### src/sfcb_pkg.sv
// Constants, types and register map of the serial format and control block
// How it works
// - Parity on adds a parity bit to sent characters and checks received ones except in synchronous mode.
// - Parity sense applies only with parity on: zero even, one odd.
// - In card mode the bit clock count gives 32, 64, 372 or 256 clocks per bit.
// - Clock source code 00 feeds the undivided system clock.
// - Clock source 01 feeds system clock over 4, code 11 over 64.
// - Transmit request follows enable and empty flag; clearing either withdraws it.
// - Receive and error requests follow enable and receive flags; clearing withdraws them.
// - With transmit on, sending starts once data is written and empty is cleared.
// - With transmit off the empty flag is held at one.
// - Turning receive off leaves all receive status flags as they are.
// - Card mode select changes the meaning of some format bits.
package sfcb_pkg;
  // Bus geometry
  localparam int ADDR_W = 8;
  localparam int DATA_W = 32;
  localparam int CHAR_W = 8;
  localparam logic [1:0] RESP_OKAY   = 2'h0;
  localparam logic [1:0] RESP_SLVERR = 2'h2;
  // Register byte offsets
  localparam logic [ADDR_W-1:0] OFS_FORMAT   = 8'h00;
  localparam logic [ADDR_W-1:0] OFS_CONTROL  = 8'h04;
  localparam logic [ADDR_W-1:0] OFS_STATUS   = 8'h08;
  localparam logic [ADDR_W-1:0] OFS_TXDATA   = 8'h0C;
  localparam logic [ADDR_W-1:0] OFS_RXDATA   = 8'h10;
  localparam logic [ADDR_W-1:0] OFS_CARD     = 8'h14;
  localparam logic [ADDR_W-1:0] OFS_IRQ_STAT = 8'h18;
  localparam logic [ADDR_W-1:0] OFS_IRQ_MASK = 8'h1C;
  // Field layouts
  typedef struct packed {
    logic       syncMode;
    logic       spare;
    logic       parityOn;
    logic       parityOdd;
    logic [1:0] bitClockCount;
    logic [1:0] brgSource;
  } sfcb_fmt_t;
  typedef struct packed {
    logic       txIrqEn;
    logic       rxIrqEn;
    logic       txOn;
    logic       rxOn;
    logic [3:0] spare;
  } sfcb_ctl_t;
  typedef struct packed {
    logic       txEmpty;
    logic       rxFull;
    logic       overrun;
    logic       framingErr;
    logic       parityErr;
    logic [2:0] rsv;
  } sfcb_stat_t;
  typedef struct packed {
    logic rxErr;
    logic rx;
    logic tx;
  } sfcb_irq_t;
  // Reset values and masks
  localparam logic [7:0] FORMAT_RST   = 8'h00;
  localparam logic [7:0] CONTROL_RST  = 8'h00;
  localparam logic [7:0] STATUS_RST   = 8'h80;
  localparam logic [7:0] STAT_FLAGS   = 8'hF8;
  localparam logic [7:0] STAT_TXE     = 8'h80;
  localparam logic [2:0] IRQ_RST      = 3'h0;
  localparam logic [7:0] CHAR_RST     = 8'h00;
  // Basic clocks per bit
  localparam logic [1:0] BCC_32  = 2'h0;
  localparam logic [1:0] BCC_64  = 2'h1;
  localparam logic [1:0] BCC_372 = 2'h2;
  localparam logic [1:0] BCC_256 = 2'h3;
  localparam logic [8:0] BCLK_32   = 9'h020;
  localparam logic [8:0] BCLK_64   = 9'h040;
  localparam logic [8:0] BCLK_372  = 9'h174;
  localparam logic [8:0] BCLK_256  = 9'h100;
  localparam logic [8:0] BCLK_NORM = 9'h010;
  // Baud generator sources, last count of each divider
  localparam logic [1:0] BRG_DIV1  = 2'h0;
  localparam logic [1:0] BRG_DIV4  = 2'h1;
  localparam logic [1:0] BRG_DIV16 = 2'h2;
  localparam logic [1:0] BRG_DIV64 = 2'h3;
  localparam logic [5:0] PRE_LAST1  = 6'h00;
  localparam logic [5:0] PRE_LAST4  = 6'h03;
  localparam logic [5:0] PRE_LAST16 = 6'h0F;
  localparam logic [5:0] PRE_LAST64 = 6'h3F;
  // Frame shape
  localparam logic [3:0] FRAME_PAR   = 4'hB;
  localparam logic [3:0] FRAME_NOPAR = 4'hA;
  localparam logic [3:0] LAST_DATA   = 4'h7;
  localparam logic [3:0] PAR_SLOT    = 4'h2;
  // Line state machines
  typedef enum logic [1:0] {TX_IDLE = 2'h0, TX_RUN = 2'h1} sfcb_tx_t;
  typedef enum logic [2:0] {
    RX_IDLE  = 3'h0,
    RX_START = 3'h1,
    RX_DATA  = 3'h3,
    RX_PAR   = 3'h2,
    RX_STOP  = 3'h6
  } sfcb_rx_t;
endpackage : sfcb_pkg

### src/sfcb_parity.sv
// Parity generator for one character
`timescale 1ns/1ps
module sfcb_parity #(
  parameter int WIDTH = sfcb_pkg::CHAR_W
) (
  // Character and sense
  input  wire logic [WIDTH-1:0] data,
  input  wire logic             odd,
  // Parity bit
  output wire logic             parity
);
  // Odd sense inverts the even result
  assign parity = (^data) ^ odd;
endmodule : sfcb_parity

### src/sfcb_prescale.sv
// Baud generator input clock divider
`timescale 1ns/1ps
module sfcb_prescale (
  // Clock and reset
  input  wire logic       clock,
  input  wire logic       rst,
  // Source select and tick
  input  wire logic [1:0] brgSource,
  output wire logic       tick
);
  import sfcb_pkg::*;
  logic [5:0] cnt_r;
  logic [5:0] cnt_nxt;
  wire  logic [5:0] lastCnt;
  // Divider end count per source code
  assign lastCnt = (brgSource == BRG_DIV1)  ? PRE_LAST1 :
                   (brgSource == BRG_DIV4)  ? PRE_LAST4 :
                   (brgSource == BRG_DIV16) ? PRE_LAST16 :
                   PRE_LAST64;
  // Greater-or-equal so a source change never stalls the counter
  assign tick    = (cnt_r >= lastCnt);
  assign cnt_nxt = tick ? PRE_LAST1 : cnt_r + 6'h01;
  ////////////////////////////////////////////////////////////////////////////
  // Counter
  always_ff @(posedge clock or posedge rst)
  begin
    if (rst)
      cnt_r <= PRE_LAST1;
    else
      cnt_r <= cnt_nxt;
  end
endmodule : sfcb_prescale

### src/sfcb_top.sv
// Serial format and control registers with line logic behind an AXI4-Lite slave
`timescale 1ns/1ps
module sfcb_top (
  // Clock and reset
  input  wire logic                        clock,
  input  wire logic                        rst,
  // AXI4-Lite write
  input  wire logic [sfcb_pkg::ADDR_W-1:0] awaddr,
  input  wire logic                        awvalid,
  output wire logic                        awready,
  input  wire logic [sfcb_pkg::DATA_W-1:0] wdata,
  input  wire logic [3:0]                  wstrb,
  input  wire logic                        wvalid,
  output wire logic                        wready,
  output logic      [1:0]                  bresp,
  output logic                             bvalid,
  input  wire logic                        bready,
  // AXI4-Lite read
  input  wire logic [sfcb_pkg::ADDR_W-1:0] araddr,
  input  wire logic                        arvalid,
  output wire logic                        arready,
  output logic      [sfcb_pkg::DATA_W-1:0] rdata,
  output logic      [1:0]                  rresp,
  output logic                             rvalid,
  input  wire logic                        rready,
  // Serial line
  output logic                             txd,
  input  wire logic                        rxd,
  input  wire logic                        sclkIn,
  // Interrupts
  output wire logic                        txIrq,
  output wire logic                        rxIrq,
  output wire logic                        rxErrIrq,
  output wire logic                        irq
);
  import sfcb_pkg::*;
  sfcb_fmt_t          format_r;
  sfcb_ctl_t          control_r;
  sfcb_stat_t         status_r;
  sfcb_stat_t         armed_r;
  sfcb_irq_t          irqStat_r;
  sfcb_irq_t          irqMask_r;
  sfcb_irq_t          irqLvlPrev_r;
  logic               cardSel_r;
  logic [CHAR_W-1:0]  txData_r;
  logic [CHAR_W-1:0]  rxData_r;
  logic               awHeld_r;
  logic               wHeld_r;
  logic [ADDR_W-1:0]  awAddr_r;
  logic [7:0]         wData_r;
  logic               wLane0_r;
  sfcb_tx_t           txState_r;
  logic [8:0]         txCnt_r;
  logic [10:0]        txShift_r;
  logic [3:0]         txLeft_r;
  logic               txFramePar_r;
  logic [CHAR_W-1:0]  txSentData_r;
  logic               txSentOdd_r;
  sfcb_rx_t           rxState_r;
  logic [8:0]         rxCnt_r;
  logic [3:0]         rxBit_r;
  logic [CHAR_W-1:0]  rxShift_r;
  logic               rxPar_r;
  logic               rxdPrev_r;
  logic               sclkPrev_r;
  ////////////////////////////////////////////////////////////////////////////
  // Bus decode
  wire logic doWrite  = awHeld_r && wHeld_r && !bvalid;
  wire logic wrLane   = doWrite && wLane0_r;
  wire logic wrFormat = wrLane && (awAddr_r == OFS_FORMAT);
  wire logic wrCtl    = wrLane && (awAddr_r == OFS_CONTROL);
  wire logic wrStatus = wrLane && (awAddr_r == OFS_STATUS);
  wire logic wrTxData = wrLane && (awAddr_r == OFS_TXDATA);
  wire logic wrCard   = wrLane && (awAddr_r == OFS_CARD);
  wire logic wrIrqSt  = wrLane && (awAddr_r == OFS_IRQ_STAT);
  wire logic wrIrqMsk = wrLane && (awAddr_r == OFS_IRQ_MASK);
  wire logic wrMapped = (awAddr_r == OFS_FORMAT) || (awAddr_r == OFS_CONTROL) || (awAddr_r == OFS_STATUS) ||
                        (awAddr_r == OFS_TXDATA) || (awAddr_r == OFS_RXDATA) || (awAddr_r == OFS_CARD) ||
                        (awAddr_r == OFS_IRQ_STAT) || (awAddr_r == OFS_IRQ_MASK);
  wire logic rdTake   = arvalid && arready;
  wire logic rdStatus = rdTake && (araddr == OFS_STATUS);
  wire logic [7:0] rdByte =
    (araddr == OFS_FORMAT)   ? format_r :
    (araddr == OFS_CONTROL)  ? control_r :
    (araddr == OFS_STATUS)   ? status_r :
    (araddr == OFS_TXDATA)   ? txData_r :
    (araddr == OFS_RXDATA)   ? rxData_r :
    (araddr == OFS_CARD)     ? {7'h00, cardSel_r} :
    (araddr == OFS_IRQ_STAT) ? {5'h00, irqStat_r} :
    (araddr == OFS_IRQ_MASK) ? {5'h00, irqMask_r} : 8'h00;
  wire logic rdMapped = (araddr[1:0] == 2'h0) && (araddr <= OFS_IRQ_MASK);
  // Holding registers accept one beat each until the response is taken
  assign awready = !awHeld_r && !bvalid;
  assign wready  = !wHeld_r && !bvalid;
  assign arready = !rvalid;
  ////////////////////////////////////////////////////////////////////////////
  // Baud clock, bit time and parity
  wire logic brgTick;
  wire logic txParity;
  wire logic rxParity;
  sfcb_prescale u_prescale (
    .clock     (clock),
    .rst       (rst),
    .brgSource (format_r.brgSource),
    .tick      (brgTick)
  );
  // Normal mode ignores the card bit clock count
  wire logic [8:0] bitLen =
    !cardSel_r                           ? BCLK_NORM :
    (format_r.bitClockCount == BCC_32)   ? BCLK_32 :
    (format_r.bitClockCount == BCC_64)   ? BCLK_64 :
    (format_r.bitClockCount == BCC_372)  ? BCLK_372 : BCLK_256;
  wire logic [8:0] bitLast = bitLen - 9'h001;
  wire logic syncMode = format_r.syncMode && !cardSel_r;
  sfcb_parity u_txPar (
    .data   (txData_r),
    .odd    (format_r.parityOdd),
    .parity (txParity)
  );
  ////////////////////////////////////////////////////////////////////////////
  // Transmitter
  wire logic txStart = (txState_r == TX_IDLE) && control_r.txOn && !status_r.txEmpty;
  wire logic txBitEnd = (txState_r == TX_RUN) && brgTick && (txCnt_r == 9'h000);
  wire logic txLastBit = txBitEnd && (txLeft_r == 4'h1);
  // Stop bit doubles as the parity slot when parity is off
  wire logic [10:0] txFrame = {1'b1, format_r.parityOn ? txParity : 1'b1, txData_r, 1'b0};
  always_ff @(posedge clock or posedge rst)
  begin
    if (rst)
    begin
      txState_r <= TX_IDLE;
      txCnt_r   <= 9'h000;
      txShift_r <= 11'h7FF;
      txLeft_r  <= 4'h0;
      txd       <= 1'b1;
    end
    else if (txStart)
    begin
      txState_r <= TX_RUN;
      txCnt_r   <= bitLast;
      txShift_r <= txFrame;
      txLeft_r  <= format_r.parityOn ? FRAME_PAR : FRAME_NOPAR;
      txd       <= txFrame[0];
    end
    else if (txBitEnd)
    begin
      txState_r <= txLastBit ? TX_IDLE : TX_RUN;
      txCnt_r   <= bitLast;
      txShift_r <= {1'b1, txShift_r[10:1]};
      txLeft_r  <= txLeft_r - 4'h1;
      txd       <= txLastBit ? 1'b1 : txShift_r[1];
    end
    else if ((txState_r == TX_RUN) && brgTick)
      txCnt_r <= txCnt_r - 9'h001;
  end
  // Frame snapshot watched by the checks
  always_ff @(posedge clock or posedge rst)
  begin
    if (rst)
    begin
      txFramePar_r <= 1'b0;
      txSentData_r <= CHAR_RST;
      txSentOdd_r  <= 1'b0;
    end
    else if (txStart)
    begin
      txFramePar_r <= format_r.parityOn;
      txSentData_r <= txData_r;
      txSentOdd_r  <= format_r.parityOdd;
    end
  end
  ////////////////////////////////////////////////////////////////////////////
  // Receiver
  wire logic sclkRise   = sclkIn && !sclkPrev_r;
  wire logic rxIdle     = (rxState_r == RX_IDLE);
  wire logic rxStartAsy = rxIdle && control_r.rxOn && !syncMode && rxdPrev_r && !rxd;
  wire logic rxStartSyn = rxIdle && control_r.rxOn && syncMode && sclkRise;
  // Sampling stops with receive off so flags cannot move afterwards
  wire logic rxSample = control_r.rxOn && !rxIdle &&
                        (syncMode ? sclkRise : (brgTick && (rxCnt_r == 9'h000)));
  wire logic rxLastData = rxSample && (rxState_r == RX_DATA) && (rxBit_r == LAST_DATA);
  wire logic rxSyncDone = rxLastData && syncMode;
  wire logic rxAsyDone  = rxSample && (rxState_r == RX_STOP);
  wire logic rxDone     = rxSyncDone || rxAsyDone;
  wire logic [CHAR_W-1:0] rxWord = rxSyncDone ? {rxd, rxShift_r[7:1]} : rxShift_r;
  sfcb_parity u_rxPar (
    .data   (rxWord),
    .odd    (format_r.parityOdd),
    .parity (rxParity)
  );
  // A character landing on a full buffer is dropped and flagged
  wire logic ovrSet    = rxDone && status_r.rxFull;
  wire logic rxFullSet = rxDone && !status_r.rxFull;
  wire logic ferSet    = rxFullSet && rxAsyDone && !rxd;
  wire logic perSet    = rxFullSet && rxAsyDone && format_r.parityOn && (rxPar_r != rxParity);
  always_ff @(posedge clock or posedge rst)
  begin
    if (rst)
    begin
      rxState_r <= RX_IDLE;
      rxCnt_r   <= 9'h000;
      rxBit_r   <= 4'h0;
      rxShift_r <= CHAR_RST;
      rxPar_r   <= 1'b0;
    end
    else if (!control_r.rxOn)
      rxState_r <= RX_IDLE;
    else if (rxStartAsy)
    begin
      rxState_r <= RX_START;
      rxCnt_r   <= {1'b0, bitLen[8:1]};
    end
    else if (rxStartSyn)
    begin
      rxState_r <= RX_DATA;
      rxShift_r <= {rxd, rxShift_r[7:1]};
      rxBit_r   <= 4'h1;
    end
    else if (rxSample)
    begin
      rxCnt_r <= bitLast;
      case (rxState_r)
        RX_START:
          rxState_r <= rxd ? RX_IDLE : RX_DATA;
        RX_DATA:
        begin
          rxShift_r <= {rxd, rxShift_r[7:1]};
          rxBit_r   <= rxBit_r + 4'h1;
          if (rxLastData)
            rxState_r <= syncMode ? RX_IDLE : (format_r.parityOn ? RX_PAR : RX_STOP);
        end
        RX_PAR:
        begin
          rxPar_r   <= rxd;
          rxState_r <= RX_STOP;
        end
        default:
          rxState_r <= RX_IDLE;
      endcase
      if (rxState_r == RX_START)
        rxBit_r <= 4'h0;
    end
    else if (!rxIdle && !syncMode && brgTick)
      rxCnt_r <= rxCnt_r - 9'h001;
  end
  ////////////////////////////////////////////////////////////////////////////
  // Status flags: clear needs a prior read of one, set wins over clear
  wire logic [7:0] statClr   = wrStatus ? (armed_r & ~wData_r & STAT_FLAGS) : 8'h00;
  wire logic [7:0] statSet   = {txStart, rxFullSet, ovrSet, ferSet, perSet, 3'h0};
  wire logic [7:0] statForce = control_r.txOn ? 8'h00 : STAT_TXE;
  wire logic [7:0] statNxt   = ((status_r & ~statClr) | statSet | statForce) & STAT_FLAGS;
  wire logic [7:0] armNxt    = ((rdStatus ? (armed_r | status_r) : armed_r) & ~statClr) & STAT_FLAGS;
  // Interrupt levels and sticky events
  assign txIrq    = control_r.txIrqEn && status_r.txEmpty;
  assign rxIrq    = control_r.rxIrqEn && status_r.rxFull;
  assign rxErrIrq = control_r.rxIrqEn && (status_r.overrun || status_r.framingErr || status_r.parityErr);
  wire sfcb_irq_t irqLvl  = '{rxErr: rxErrIrq, rx: rxIrq, tx: txIrq};
  wire logic [2:0] irqRise = irqLvl & ~irqLvlPrev_r;
  wire logic [2:0] irqClr  = wrIrqSt ? wData_r[2:0] : 3'h0;
  assign irq = |(irqStat_r & irqMask_r);
  always_ff @(posedge clock or posedge rst)
  begin
    if (rst)
    begin
      status_r     <= STATUS_RST;
      armed_r      <= 8'h00;
      irqStat_r    <= IRQ_RST;
      irqLvlPrev_r <= IRQ_RST;
      rxData_r     <= CHAR_RST;
      rxdPrev_r    <= 1'b1;
      sclkPrev_r   <= 1'b0;
    end
    else
    begin
      status_r     <= statNxt;
      armed_r      <= armNxt;
      irqStat_r    <= (irqStat_r & ~irqClr) | irqRise;
      irqLvlPrev_r <= irqLvl;
      rxdPrev_r    <= rxd;
      sclkPrev_r   <= sclkIn;
      if (rxFullSet)
        rxData_r <= rxWord;
    end
  end
  ////////////////////////////////////////////////////////////////////////////
  // Software registers
  always_ff @(posedge clock or posedge rst)
  begin
    if (rst)
    begin
      format_r  <= FORMAT_RST;
      control_r <= CONTROL_RST;
      cardSel_r <= 1'b0;
      txData_r  <= CHAR_RST;
      irqMask_r <= IRQ_RST;
    end
    else
    begin
      if (wrFormat)
        format_r <= wData_r;
      if (wrCtl)
        control_r <= wData_r;
      if (wrCard)
        cardSel_r <= wData_r[0];
      if (wrTxData)
        txData_r <= wData_r;
      if (wrIrqMsk)
        irqMask_r <= wData_r[2:0];
    end
  end
  ////////////////////////////////////////////////////////////////////////////
  // AXI4-Lite channels
  always_ff @(posedge clock or posedge rst)
  begin
    if (rst)
    begin
      awHeld_r <= 1'b0;
      wHeld_r  <= 1'b0;
      awAddr_r <= 8'h00;
      wData_r  <= 8'h00;
      wLane0_r <= 1'b0;
      bvalid   <= 1'b0;
      bresp    <= RESP_OKAY;
      rvalid   <= 1'b0;
      rresp    <= RESP_OKAY;
      rdata    <= 32'h00000000;
    end
    else
    begin
      if (awvalid && awready)
      begin
        awHeld_r <= 1'b1;
        awAddr_r <= awaddr;
      end
      if (wvalid && wready)
      begin
        wHeld_r  <= 1'b1;
        wData_r  <= wdata[7:0];
        wLane0_r <= wstrb[0];
      end
      if (doWrite)
      begin
        awHeld_r <= 1'b0;
        wHeld_r  <= 1'b0;
        bvalid   <= 1'b1;
        bresp    <= wrMapped ? RESP_OKAY : RESP_SLVERR;
      end
      else if (bvalid && bready)
        bvalid <= 1'b0;
      if (rdTake)
      begin
        rvalid <= 1'b1;
        rdata  <= {24'h000000, rdByte};
        rresp  <= rdMapped ? RESP_OKAY : RESP_SLVERR;
      end
      else if (rvalid && rready)
        rvalid <= 1'b0;
    end
  end
  ////////////////////////////////////////////////////////////////////////////
  // Checks
  wire logic src4  = (format_r.brgSource == BRG_DIV4);
  wire logic src16 = (format_r.brgSource == BRG_DIV16);
  wire logic [3:0] rxFlags = {status_r.rxFull, status_r.overrun, status_r.framingErr, status_r.parityErr};
  property p_txEmptyHeld;
    @(posedge clock) disable iff (rst) !control_r.txOn |=> status_r.txEmpty;
  endproperty
  a_txEmptyHeld: assert property (p_txEmptyHeld) else $error("empty flag dropped while transmit off");
  property p_txStart;
    @(posedge clock) disable iff (rst) txStart |=> (txState_r == TX_RUN) && status_r.txEmpty && !txd;
  endproperty
  a_txStart: assert property (p_txStart) else $error("transmit did not start with start bit");
  property p_parityBit;
    @(posedge clock) disable iff (rst)
      (txState_r == TX_RUN) && txFramePar_r && (txLeft_r == PAR_SLOT) |-> txd == ((^txSentData_r) ^ txSentOdd_r);
  endproperty
  a_parityBit: assert property (p_parityBit) else $error("wrong parity bit on line");
  property p_txIrqOff;
    @(posedge clock) disable iff (rst) $fell(control_r.txIrqEn) |-> !txIrq;
  endproperty
  a_txIrqOff: assert property (p_txIrqOff) else $error("transmit request kept after enable cleared");
  property p_rxIrqOff;
    @(posedge clock) disable iff (rst) !control_r.rxIrqEn |-> !rxIrq && !rxErrIrq;
  endproperty
  a_rxIrqOff: assert property (p_rxIrqOff) else $error("receive request without enable");
  property p_bit372;
    @(posedge clock) disable iff (rst)
      txStart && cardSel_r && (format_r.bitClockCount == BCC_372) |=> txCnt_r == (BCLK_372 - 9'h001);
  endproperty
  a_bit372: assert property (p_bit372) else $error("card bit time not 372 clocks");
  property p_normBit;
    @(posedge clock) disable iff (rst) !cardSel_r |-> bitLen == BCLK_NORM;
  endproperty
  a_normBit: assert property (p_normBit) else $error("normal mode bit time wrong");
  property p_div1;
    @(posedge clock) disable iff (rst) (format_r.brgSource == BRG_DIV1) |=> brgTick || !(format_r.brgSource == BRG_DIV1);
  endproperty
  a_div1: assert property (p_div1) else $error("undivided source missed a tick");
  property p_div4;
    @(posedge clock) disable iff (rst) brgTick && src4 |=> (!brgTick || !src4) [*3] ##1 (brgTick || !src4);
  endproperty
  a_div4: assert property (p_div4) else $error("divide by 4 spacing wrong");
  property p_div16;
    @(posedge clock) disable iff (rst) brgTick && src16 |=> (!brgTick || !src16) [*8];
  endproperty
  a_div16: assert property (p_div16) else $error("divide by 16 ticks too close");
  property p_rxOffHold;
    @(posedge clock) disable iff (rst) !control_r.rxOn && !wrStatus |=> $stable(rxFlags);
  endproperty
  a_rxOffHold: assert property (p_rxOffHold) else $error("receive flags moved while receive off");
  property p_rxStart;
    @(posedge clock) disable iff (rst) rxStartAsy |=> rxState_r == RX_START;
  endproperty
  a_rxStart: assert property (p_rxStart) else $error("start bit not taken");
endmodule : sfcb_top

### config.mk
export PLATFORM = sky130hd
export DESIGN_NAME = sfcb_top
export DESIGN_NICKNAME = d
export VERILOG_FILES = /design/src/sfcb_pkg.sv /design/src/sfcb_parity.sv /design/src/sfcb_prescale.sv /design/src/sfcb_top.sv
export SDC_FILE = /design/constraint.sdc
export NUM_CORES = 1
export LEC_CHECK = 0
export BUFFER_PORTS_ARGS = -buffer_cell sky130_fd_sc_hd__buf_4
export CAP_MARGIN = 20
export CORE_ASPECT_RATIO = 0.9
export CORE_MARGIN = 2
export CORE_UTILIZATION = 52
export DETAILED_ROUTE_END_ITERATION = 10
export PLACE_DENSITY = 0.76
export SLEW_MARGIN = 15
export SYNTH_ARGS = -nofsm -noshare
export SYNTH_HDL_FRONTEND = slang
export SYNTH_SLANG_ARGS = --single-unit
### constraint.sdc
create_clock -name clock -period 4.48 [get_ports clock]
set_input_delay 0.896 -clock clock [delete_from_list [all_inputs] [get_ports clock]]
set_output_delay 0.896 -clock clock [all_outputs]
set_load 0.005 [all_outputs]
==> results.py <==
metrics = {
    "timing": {
        "finClkSkew_ns": 0.01277,
        "relSlewSlack": 0.2553,
        "setup_tns_ns": 0,
        "tightestPinTransition_ns": 1.117,
        "min_period_ns": 3.541,
        "min_period_over_period": 0.7904,
        "max_freq_mhz": 282.4,
        "setup_violations": 0,
        "finalMaxSlewViolations": 0,
        "hold_viol_final": 0,
        "rsz0062_at_grt": "false",
    },
    "cts": {
        "cts_tree": "yes",
        "cts.clk_slew.worst_paths_ns": 0.06,
        "postCtsSetupBuffers": 0,
        "post_cts_resized": 0,
        "htree_levels": 4,
        "clk_latency_ns": 0.43,
        "cts.sinks": 140,
        "clockRootBuffer": "clkbuf_16",
        "cts_made_buffers": 17,
        "cts_buffer_depth": 2,
        "postCtsHoldBufs": 0,
    },
    "critical_path": {
        "crit_slowest_cell": "a21oi_2",
        "criticalPathCategory": "reg2reg",
        "critPathArrivalTime_ns": 3.85,
        "required_ns": 4.79,
        "crit_path_start_kind": "flip-flop",
        "cp_slowest_stage_delay_ns": 0.98,
        "cp-end-kind": "flip-flop",
        "worstPathMaxFanout": 22,
        "crit_path_cell_trace": "or2_2 > ha_1 > nand2b_1 > a21oi_1 > o21bai_2 > a21oi_2 > mux2_2 > a221o_1",
    },
    "floorplanning": {
        "start_util": 0.5364,
        "core_mm2": 0.01416,
        "die_h_um": 118.7,
        "io_pins": 107,
        "dieWidth_um": 131.4,
        "floorplan.die_area_mm2": 0.01559,
        "rows": 41,
    },
    "logic_synthesis": {
        "yosysSeqAreaShare": 0.4633,
        "synthTopCellsByArea": "dfrtp_1 42%, mux2_2 11%, dfstp_2 4.2%, o21ai_0 2.8%, ha_1 2.8%",
        "synth_largest_area_cell": "dfrtp_1",
        "yosys.area_share.adder": 0.02801,
        "yosys_warnings": 0,
        "synth_cells": 707,
        "async_flop_share": 1.000,
        "syn_area_mm2": 0.007595,
        "synth_edf_count": 0,
        "ys_ff_latch": 140,
        "synth-main-ff-cell": "dfrtp_1",
        "synth_top_family_by_area": "simple AND/OR/NAND/NOR gates",
        "avgSynthCellArea_um2": 10.74,
        "synth_compound_gate_area_share": 0.1283,
        "synth.area.mux_share": 0.1394,
        "synth_cell_type_count": 80,
        "synth_top_area_share": 0.4217,
        "synthSimpleGateAreaFrac": 0.1493,
        "synth_xor_area_frac": 0.03460,
    },
    "finish": {
        "final_layout_size_suffix_gt1_frac": 0.2621,
        "regArea_mm2": 0.003518,
        "fillers": 1151,
        "fin_nets": 828,
        "multi_input_comb_area_mm2": 0.003745,
        "area_delta_synth_final_pct": 13.77,
        "antenna_cells": 0,
        "final_util": 0.6103,
        "final_area_mm2": 0.008641,
    },
    "drt": {
        "dr.first_iter.drc_count": 395,
        "drtAntennaViolNets": 0,
        "wl_per_cell_um": 16.79,
        "drc": 0,
        "dr_total_vias": 5492,
        "dr.pass1.iters": 5,
        "vias_per_cell": 5.745,
        "drt-total-wl_um": 16050,
    },
    "placed_design": {
        "dpl-instance-area_mm2": 0.008023,
        "gp_congestion": 0.8573,
        "port_buffers": 53,
        "dpl.hpwl_um": 11280,
    },
    "power_and_ir_drop": {
        "irDropWorstVdd_mv": 0.3662,
        "powerDensity_mw_per_mm2": 433.8,
        "total_leakage_power_nw": 3.938,
        "power.total_mw": 3.748,
    },
    "global_route": {
        "antenna_found_initial": 0,
        "grt_pass1_vias": 5534,
        "grt_usage": 0.2183,
        "grt_max_degree": 141,
        "grt_pass1_wl_um": 27340,
        "gr-total-overflow": 0,
    },
    "outcome": {
        "outcome": "complete, no violations",
    },
    "run": {
        "drv_cap": 0,
    },
    "min_path": {
        "hold_class": "reg2reg",
    },
}
[cell families after synthesis]
family,count (synthesis)
other,1
flip-flops,140
AND/OR/NAND/NOR,204
XOR/XNOR,30
AO/OA/AOI/OAI,140
buffers and inverters,82
adder cells (fa/ha/maj),17
multiplexers,93
[Yosys cell counts (4+ instances only)]
master	count
mux2i_1	18
dfstp_2	12
nor2_1	36
or3_1	6
nand2_1	55
clkbuf_1	16
nor2b_1	7
inv_1	27
a22o_1	4
a21o_1	5
a21oi_1	18
xnor2_1	20
o21ai_0	43
ha_1	17
nor3b_1	8
a32oi_1	4
nand3_1	12
xor2_1	10
a31o_2	4
a31oi_1	7
o31ai_1	6
buf_2	8
o22a_1	8
nand4_1	9
and2_1	8
dfrtp_1	128
nand3b_1	4
or2_2	4
buf_4	28
mux2_2	72
nand2b_1	12
nor3_1	16
[where the power goes]
part | leakage [nW] | internal, mW | total [mW] | switching (mW)
combinational | 1.84 | 0.317 | 0.629 | 0.311
sequential | 1.81 | 1.43 | 1.64 | 0.210
clock | 0.286 | 0.888 | 1.48 | 0.589
total | 3.94 | 2.64 | 3.75 | 1.11
[metal layers]
metal  track usage  vias up  part of all wire
li1              -     2595                 -
met1        0.2896     2735              0.45
met2        0.3589      141              0.49
met3       0.04848       21             0.050
met4       0.06929        0             0.014
met5             0        -                 0
[layout by cell type (no fill, tap or decap), types with 5 or more instances in the layout]
cell type   instances
a21o_1              5
a21oi_1            18
a31oi_1             7
and2_1              8
buf_4              53
clkbuf_16          17
clkinvlp_4          5
conb_1             26
dfrtp_1           128
dfstp_2            12
ha_1               17
inv_1              26
inv_6               5
mux2_2             72
mux2i_1            18
nand2_1            55
nand2b_1           12
nand3_1            12
nand4_1             9
nor2_1             36
nor2b_1             7
nor3_1             16
nor3b_1             7
o21ai_0            43
o22a_1              8
o31ai_1             6
or3_1               6
xnor2_1            20
xor2_1             10
[per-stage QoR]
stage | worst slack [ns] | std cells | hold WS [ns]
finish | 0.9391 | 956 | 0.4755
global route | 0.7554 | 956 | 0.4957
CTS | 0.9626 | 956 | 0.4789
detailed placement | 0.9807 | 924 | 0.4711
global placement | 1.061 | 924 | 0.4570
floorplan | 1.845 | 732 | 0.4356
[critical path, delay by kind of cell (launching register included)]
kind / cells / cell delay, ns
and+or+nand+nor: 2 / 0.47
DFF: 1 / 0.45
AOI/OAI and AO/OA: 4 / 1.82
adders and majority gates: 1 / 0.26
muxes: 1 / 0.42
[path summary, 6_finish.rpt]
path                            depth (start not counted)  slack [ns]   startpoint           to
worst min register to register                          1        0.48   armed_r[5]   armed_r[5]
worst max register to register                          8        0.94  format_r[1]   rxCnt_r[2]
worst min-delay path                                    1        0.48   armed_r[5]   armed_r[5]
min in group asynchronous                               3        0.67          rst  txData_r[6]
worst max-delay path                                    8        0.94  format_r[1]   rxCnt_r[2]
max in group asynchronous                               3        3.25          rst  rxData_r[2]
[final cells by class]
class	instances	area share
clock buffers	18	0.04967
clock inverters	14	0.02129
inverters	27	0.01216
multi-input cells	510	0.4334
flip-flops and latches	140	0.4072
well taps	193	0.02795
repair buffers	54	0.04836
[registers in the layout, indices dropped and copies added, names as in the netlist, 3 cells and up]
signal,cells
rxCnt_r,9
txCnt_r,9
txShift_r,9
awAddr_r,8
control_r,8
format_r,8
rdata,8
rxData_r,8
rxShift_r,8
txData_r,8
wData_r,8
u_prescale.cnt_r,6
armed_r,5
rxBit_r,4
rxFlags,4
txLeft_r,4
irqLvlPrev_r,3
irqMask_r,3
irqStat_r,3
rxState_r,3
Power figures use the tool's default switching activity.
